## src/hw/mf_cfg.svh

```systemverilog
// constants for the multi-function output selector
`ifndef PIN_SEL_CFG_SVH
`define PIN_SEL_CFG_SVH

// ---------------------------------------------------------------
// register field positions
// ---------------------------------------------------------------
`define PSEL_FIELD_LSB      1
`define PSEL_FIELD_MSB      2
`define PSEL_USER_OUT_BIT   3

// ---------------------------------------------------------------
// reset values
// ---------------------------------------------------------------
`define PSEL_USER_OUT_RST   1'b1
`define PSEL_FIELD_RST      2'h0
`define PSEL_PIN_IDLE_N     1'b1

// ---------------------------------------------------------------
// selection codes
// ---------------------------------------------------------------
`define PSEL_CODE_USER_OUT  2'h0
`define PSEL_CODE_RATE_CLK  2'h1
`define PSEL_CODE_RX_READY  2'h2
`define PSEL_CODE_SPARE     2'h3

`endif

```

## src/hw/mf_pkg.sv

```systemverilog
// types shared by the multi-function output selector
`include "mf_cfg.svh"

package pin_sel_pkg;

  // ---------------------------------------------------------------
  // function chosen for one multi-function pin
  // ---------------------------------------------------------------
  typedef enum logic [1:0] {
    SEL_USER_OUT = `PSEL_CODE_USER_OUT,  // inverted user output bit
    SEL_RATE_CLK = `PSEL_CODE_RATE_CLK,  // 16x rate clock
    SEL_RX_READY = `PSEL_CODE_RX_READY,  // receive ready, active low
    SEL_SPARE    = `PSEL_CODE_SPARE      // unassigned, acts as user out
  } func_sel_t;

  // ---------------------------------------------------------------
  // per-channel state
  // ---------------------------------------------------------------
  typedef struct packed {
    func_sel_t sel;         // selection field
    logic    user_out_two;  // modem control bit 3
    logic    pin_n;         // registered pin level
  } chan_state_t;

  // ---------------------------------------------------------------
  // top-level state
  // ---------------------------------------------------------------
  typedef struct packed {
    logic [2:0] ring_sync;  // ring indicator synchroniser chain
    logic       ring_n;     // filtered ring indicator level
  } top_state_t;

endpackage : pin_sel_pkg

```

## src/hw/mf_channel_mux.sv

```systemverilog
// one channel's selection field, user output bit and pin multiplexer
`timescale 1ns/1ps
`default_nettype none
`include "mf_cfg.svh"

module chan_pin_mux (
  input  wire logic       i_ref_clk,          // block clock
  input  wire logic       i_rst_n,            // synchronised reset
  input  wire logic       i_alt_func_write,   // alternate function write
  input  wire logic [7:0] i_alt_func_wdata,   // alternate function data
  input  wire logic       i_modem_ctrl_write, // modem control write
  input  wire logic [7:0] i_modem_ctrl_wdata, // modem control data
  input  wire logic       i_rate_clock_16x,   // 16x rate clock, same domain
  input  wire logic       i_receive_ready_n,  // receive ready, active low
  output logic            o_multi_output_n,   // multi-function pin
  output logic [1:0]      o_sel,              // current selection
  output logic            o_user_out_two      // current modem bit 3
);

  // ---------------------------------------------------------------
  // state
  // ---------------------------------------------------------------
  pin_sel_pkg::chan_state_t st;       // registered state
  pin_sel_pkg::chan_state_t next_st;  // next state

  // field updates and output selection
  always_comb begin
    next_st = st;
    // selection field from bits 2:1
    if (i_alt_func_write) begin
      next_st.sel = pin_sel_pkg::func_sel_t'(
        i_alt_func_wdata[`PSEL_FIELD_MSB:`PSEL_FIELD_LSB]);
    end
    // user output bit 3
    if (i_modem_ctrl_write) begin
      next_st.user_out_two = i_modem_ctrl_wdata[`PSEL_USER_OUT_BIT];
    end
    // one function drives the pin
    unique case (st.sel)
      pin_sel_pkg::SEL_RATE_CLK: begin
        next_st.pin_n = i_rate_clock_16x;
      end
      pin_sel_pkg::SEL_RX_READY: begin
        next_st.pin_n = i_receive_ready_n;
      end
      default: begin
        // user out and spare code: low while bit 3 is one
        next_st.pin_n = ~st.user_out_two;
      end
    endcase
  end

  // register the state
  always_ff @(posedge i_ref_clk or negedge i_rst_n) begin
    if (!i_rst_n) begin
      st.sel          <= pin_sel_pkg::func_sel_t'(`PSEL_FIELD_RST);
      st.user_out_two <= `PSEL_USER_OUT_RST;
      st.pin_n        <= `PSEL_PIN_IDLE_N;
    end else begin
      st <= next_st;
    end
  end

  // outputs straight from flip-flops
  assign o_multi_output_n = st.pin_n;
  assign o_sel            = st.sel;
  assign o_user_out_two   = st.user_out_two;

endmodule : chan_pin_mux
`default_nettype wire

```

## src/hw/uart_multi_output_select.sv

```systemverilog
// top of the dual-channel multi-function output selector
`timescale 1ns/1ps
`default_nettype none
`include "mf_cfg.svh"

// Functional notes
// - pin driven by function chosen in bits 2:1
// - user function: pin low while bit 3 set
// - modem control bit 3 resets to one
// - rate function: 16x clock on pin
// - ready function: active-low receive ready on pin
// - ring indicator B is status only
module uart_multi_output_select #(
  parameter int unsigned NUM_CHAN = 2  // channels A and B
) (
  input  wire logic       i_ref_clk,              // block clock
  input  wire logic       i_rst_n,                // async reset
  input  wire logic       i_chan_a_alt_func_write,   // A selection write
  input  wire logic [7:0] i_chan_a_alt_func_wdata,   // A selection data
  input  wire logic       i_chan_a_modem_ctrl_write, // A modem ctrl write
  input  wire logic [7:0] i_chan_a_modem_ctrl_wdata, // A modem ctrl data
  input  wire logic       i_chan_a_rate_clock_16x,// A 16x rate clock
  input  wire logic       i_chan_a_receive_ready_n,// A receive ready
  input  wire logic       i_chan_b_alt_func_write,   // B selection write
  input  wire logic [7:0] i_chan_b_alt_func_wdata,   // B selection data
  input  wire logic       i_chan_b_modem_ctrl_write, // B modem ctrl write
  input  wire logic [7:0] i_chan_b_modem_ctrl_wdata, // B modem ctrl data
  input  wire logic       i_chan_b_rate_clock_16x,// B 16x rate clock
  input  wire logic       i_chan_b_receive_ready_n,// B receive ready
  input  wire logic       i_chan_b_ring_indicator_n,// B ring pin
  output logic            o_chan_a_multi_output_n,// A multi pin
  output logic            o_chan_b_multi_output_n,// B multi pin
  output logic [1:0]      o_chan_a_sel,           // A selection
  output logic [1:0]      o_chan_b_sel,           // B selection
  output logic            o_chan_a_user_out_two,  // A modem bit 3
  output logic            o_chan_b_user_out_two,  // B modem bit 3
  output logic            o_chan_b_ring_status_n  // B ring status
);

  // ---------------------------------------------------------------
  // reset release
  // ---------------------------------------------------------------
  logic [1:0] rst_chain;  // two-stage release
  logic       rst_n;      // synchronised reset

  // assert at once, release after two edges
  always_ff @(posedge i_ref_clk or negedge i_rst_n) begin
    if (!i_rst_n) begin
      rst_chain <= 2'h0;
    end else begin
      rst_chain <= {rst_chain[0], 1'b1};
    end
  end

  assign rst_n = rst_chain[1];

  // ---------------------------------------------------------------
  // ring indicator input
  // ---------------------------------------------------------------
  pin_sel_pkg::top_state_t st;       // registered state
  pin_sel_pkg::top_state_t next_st;  // next state

  // three-stage sync; level moves when stages two and three agree
  always_comb begin
    next_st           = st;
    next_st.ring_sync = {st.ring_sync[1:0], i_chan_b_ring_indicator_n};
    if (st.ring_sync[1] == st.ring_sync[2]) begin
      next_st.ring_n = st.ring_sync[2];
    end
  end

  // register the state; pin idles high
  always_ff @(posedge i_ref_clk or negedge rst_n) begin
    if (!rst_n) begin
      st.ring_sync <= 3'h7;
      st.ring_n    <= 1'b1;
    end else begin
      st <= next_st;
    end
  end

  // status only; reaches no receive or transmit path
  assign o_chan_b_ring_status_n = st.ring_n;

  // ---------------------------------------------------------------
  // per-channel multiplexers
  // ---------------------------------------------------------------
  logic       alt_func_write   [NUM_CHAN];  // selection write strobes
  logic [7:0] alt_func_wdata   [NUM_CHAN];  // selection data
  logic       modem_ctrl_write [NUM_CHAN];  // modem ctrl write strobes
  logic [7:0] modem_ctrl_wdata [NUM_CHAN];  // modem ctrl data
  logic       rate_clk     [NUM_CHAN];  // rate clocks
  logic       rx_ready_n   [NUM_CHAN];  // receive ready levels
  logic       pin_n        [NUM_CHAN];  // pin levels
  logic [1:0] sel          [NUM_CHAN];  // selections
  logic       user_out_two [NUM_CHAN];  // modem bit 3 copies

  // gather channel A and B ports
  assign alt_func_write[0]   = i_chan_a_alt_func_write;
  assign alt_func_wdata[0]   = i_chan_a_alt_func_wdata;
  assign modem_ctrl_write[0] = i_chan_a_modem_ctrl_write;
  assign modem_ctrl_wdata[0] = i_chan_a_modem_ctrl_wdata;
  assign rate_clk[0]   = i_chan_a_rate_clock_16x;
  assign rx_ready_n[0] = i_chan_a_receive_ready_n;
  assign alt_func_write[1]   = i_chan_b_alt_func_write;
  assign alt_func_wdata[1]   = i_chan_b_alt_func_wdata;
  assign modem_ctrl_write[1] = i_chan_b_modem_ctrl_write;
  assign modem_ctrl_wdata[1] = i_chan_b_modem_ctrl_wdata;
  assign rate_clk[1]   = i_chan_b_rate_clock_16x;
  assign rx_ready_n[1] = i_chan_b_receive_ready_n;

  // one independent selector per channel
  for (genvar c = 0; c < NUM_CHAN; c++) begin : g_chan
    chan_pin_mux u_mux (
      .i_ref_clk          (i_ref_clk),
      .i_rst_n            (rst_n),
      .i_alt_func_write   (alt_func_write[c]),
      .i_alt_func_wdata   (alt_func_wdata[c]),
      .i_modem_ctrl_write (modem_ctrl_write[c]),
      .i_modem_ctrl_wdata (modem_ctrl_wdata[c]),
      .i_rate_clock_16x   (rate_clk[c]),
      .i_receive_ready_n  (rx_ready_n[c]),
      .o_multi_output_n   (pin_n[c]),
      .o_sel              (sel[c]),
      .o_user_out_two     (user_out_two[c])
    );
  end

  // scatter to channel ports
  assign o_chan_a_multi_output_n = pin_n[0];
  assign o_chan_b_multi_output_n = pin_n[1];
  assign o_chan_a_sel            = sel[0];
  assign o_chan_b_sel            = sel[1];
  assign o_chan_a_user_out_two   = user_out_two[0];
  assign o_chan_b_user_out_two   = user_out_two[1];

endmodule : uart_multi_output_select
`default_nettype wire

```

## config.mk

```make
export PLATFORM = sky130hd
export DESIGN_NAME = uart_multi_output_select
export DESIGN_NICKNAME = d
export VERILOG_FILES = /design/src/hw/mf_pkg.sv /design/src/hw/mf_channel_mux.sv /design/src/hw/uart_multi_output_select.sv
export VERILOG_INCLUDE_DIRS = /design/src /design/src/hw
export SDC_FILE = /design/constraint.sdc
export NUM_CORES = 1
export LEC_CHECK = 0
export BUFFER_PORTS_ARGS = -buffer_cell sky130_fd_sc_hd__buf_2
export CAP_MARGIN = 30
export CORE_MARGIN = 2
export CORE_UTILIZATION = 37
export CTS_CLUSTER_DIAMETER = 60
export CTS_CLUSTER_SIZE = 14
export DETAILED_ROUTE_END_ITERATION = 10
export GPL_ROUTABILITY_DRIVEN = 0
export GPL_TIMING_DRIVEN = 1
export PLACE_DENSITY = 0.87
export SLEW_MARGIN = 20
export SYNTH_ARGS = -nofsm -noshare
export SYNTH_HDL_FRONTEND = slang
export SYNTH_SLANG_ARGS = --single-unit
```

## constraint.sdc

```tcl
create_clock -name i_ref_clk -period 1.3 [get_ports i_ref_clk]
set_clock_uncertainty 0.1 [all_clocks]
set_input_delay 0.13 -clock i_ref_clk [delete_from_list [all_inputs] [get_ports i_ref_clk]]
set_output_delay 0.13 -clock i_ref_clk [all_outputs]
set_load 0.03 [all_outputs]
```

==> key figures <==
Worst setup path
  • Reg-to-reg endpoint: g_chan[1].u_mux.o_multi_output_n
  • CP Cell Sequence: buf_2
  • Critical path buffers and inverters: 1
  • Worst r2r src: g_chan[1].u_mux.o_sel[0]
  • Crit. End Element: output port
  • Worst path max stage delay: roughly 0.55 ns
  • Critical path startpoint category: flop
  • Flop2flop setup slack: 0.12 ns
  • CP required: about 1.1 ns
  • Stages on worst setup path: 1
  • Critical Path Sink: o_chan_a_user_out_two
  • CP startpoint: g_chan[0].u_mux.o_user_out_two
  • CP max stage cell: dfstp_2
  • R2R depth: 4
  • Critical path peak fanout: 3
  • Kind of critical path: flop to output port
  • Worst path top cell family by delay: flip-flops
  • CP Data Arrival Time: a little over 1 ns

Timing
  • Fin crit share: 95.3%
  • TNS Setup: 0 ns
  • Final hold vios: 0
  • RSZ-0062 raised after global routing: false
  • Max-slew violations: 0
  • Fmax: 0.807 GHz
  • Hold slack: a little under 0.04 ns
  • Min Tclk post-route: 1.24 ns
  • Count of final setup violators: 0

Job
  • Max Cap Viol: 0

Drt
  • DR vias/cell: approximately 4.6
  • Routed WL: 1150 um
  • DRT iter0 DRCs: 4
  • Drt drc: 0
  • TritonRoute pass-1 iters: 3
  • Vias: 435
  • DR WL/cell: between 10 and 15 um
  • ANT nets after route: 0

Clock tree
  • CTS sink count: 14
  • Max clock buf depth: 2
  • Clock root buffer: clkbuf_4
  • Post_cts resized: 0
  • Worst skew pair latency: 0.27 ns
  • CTS tree: built
  • Hold buffers post-CTS: 11
  • Max H-tree Level: 1
  • Clock transition at path regs: 0.08 ns
  • Setup repair bufs after CTS: 0
  • TritonCTS Buffers: 3

GRT
  • First-pass GRT wire length: 1870 um
  • All-Layer GR Usage: 15.2%
  • Largest net degree at the start of global routing: 13
  • Vias in the first global route: around 490
  • Initial antenna violation count: 0
  • Grt total ovfl: 0

Die
  • Die ar.: 0.00177 mm^2
  • Starting Density: between 40% and 50%
  • Die X: 42.1 um
  • Row count: 13
  • Core ar.: 0.00133 mm^2
  • I/O pin total: 52
  • Die H: between 40 and 50 um

Placement
  • Placed Cells: 78
  • # port buffers: 25
  • Area of placed instances: 684 um^2
  • DP HPWL: 756 um

Yosys
  • Top-area cell type share of the netlist area: between 30% and 40%
  • Count of cell types in the netlist: 11
  • Warnings, synthesis: 0
  • Synthesized Nets: 85
  • Post-Synthesis Cell Area: 538 um^2
  • Yosys reg bits: 14
  • Yosys top cell by area: dfstp_2
  • Syn_area_per_cell: 14.2 um^2
  • Syn Inst Count: 38
  • Synth top area cells: dfstp_2 (39%), dfrtp_1 (28%), ha_1 (9.3%)
  • Register area share after synthesis: between 60% and 70%

Layout
  • Diode count: 0
  • Synthesis-to-layout area growth: 56.3%
  • Layout cells sized above 1: 55.7%
  • Fillers: just over 100
  • Fin cells: 94
  • Final Cell Area: 841 um^2
  • Core Util, Final: between 60% and 70%
  • Nets: 127

Power and ir drop
  • Static leakage: 0.414 nW
  • PwrDens: 1270 mW/mm^2
  • Max IR drop VDD: 775 uV

Outcome
  • Status: finished, final reports clean

Worst hold path
  • Min-Delay Path Class: input port to flop
[synthesized netlist by cell type]
library cell  number
mux2_2             2
nand2_1            4
inv_1              4
ha_1               4
a221oi_2           2
a21oi_1            2
conb_1             1
o21ai_0            4
dfstp_2            8
maj3_2             1
dfrtp_1            6
[report_power, final]
group,total (mW),internal (mW),switching [mW]
Clock,0.303,0.170,0.133
Sequential,0.526,0.499,0.0267
Combinational,0.235,0.101,0.135
[cells in the final DEF, fill, tap and decap left out]
master / netlist / final
a21oi_1: 2 / 2
a221oi_2: 2 / 2
buf_2: 0 / 25
clkbuf_4: 0 / 3
clkbuf_8: 0 / 1
conb_1: 1 / 1
dfrtp_1: 6 / 4
dfrtp_2: 0 / 2
dfstp_2: 8 / 8
dlygate4sd3_1: 0 / 12
ha_1: 4 / 4
inv_1: 4 / 4
maj3_2: 1 / 1
mux2_2: 2 / 2
nand2_1: 4 / 4
o21ai_0: 4 / 4
[worst min-delay path by stage]
stage	from	to	slack [ns]	cells past startpoint
floorplan	i_rst_n	rst_chain[0]	-0.27	0
global placement	i_rst_n	rst_chain[0]	-0.18	1
detailed placement	i_rst_n	rst_chain[0]	-0.18	1
CTS	i_chan_a_modem_ctrl_write	g_chan[0].u_mux.o_user_out_two	0.005	2
global route	i_rst_n	rst_chain[1]	0.05	2
finish	i_chan_a_rate_clock_16x	g_chan[0].u_mux.o_multi_output_n	0.04	3
[layer usage]
metal  vias to the layer above  share of wire, %  track usage [%]  wire length, um
li1                        208                 -                -                -
met1                       205                35             12.9              406
met2                        16                56             27.5              640
met3                         6               4.5             5.17               52
met4                         0               4.6             13.1               53
met5                         -                 0                0                0
[per-stage QoR]
step	total power, mW	setup WS (ns)
after floorplan	0.666	0.0592
after global placement	0.732	0.156
after detailed placement	0.743	0.139
after CTS	1.07	0.0436
after global routing	1.13	0.00898
final	1.06	0.0610
[area by class of cell]
type	instances	area [um^2]	area share, %
Inverter	4	15.0	1.79
Sequential cell	14	363	43.2
Tap cell	15	18.8	2.23
Multi-Input combinational cell	20	163	19.3
Clock buffer	4	36.3	4.32
Timing Repair Buffer	37	245	29.2
[flip-flops by register name, summed over array words and instances (netlist names)]
name / count
g_chan.u_mux.o_sel: 4
g_chan.u_mux.o_multi_output_n: 2
g_chan.u_mux.o_user_out_two: 2
next_st: 2
rst_chain: 2
o_chan_b_ring_status_n: 1
st: 1
[cells by family after synthesis]
family                     after synthesis  synth area share (%)
adders and majority gates                5                  11.4
and+or+nand+nor                          4                  2.79
DFF                                     14                  67.0
AOI/OAI and AO/OA                        8                  11.2
other                                    1                 0.697
muxes                                    2                  4.19
buffers and inverters                    4                  2.79
Power figures use the tool's default switching activity.
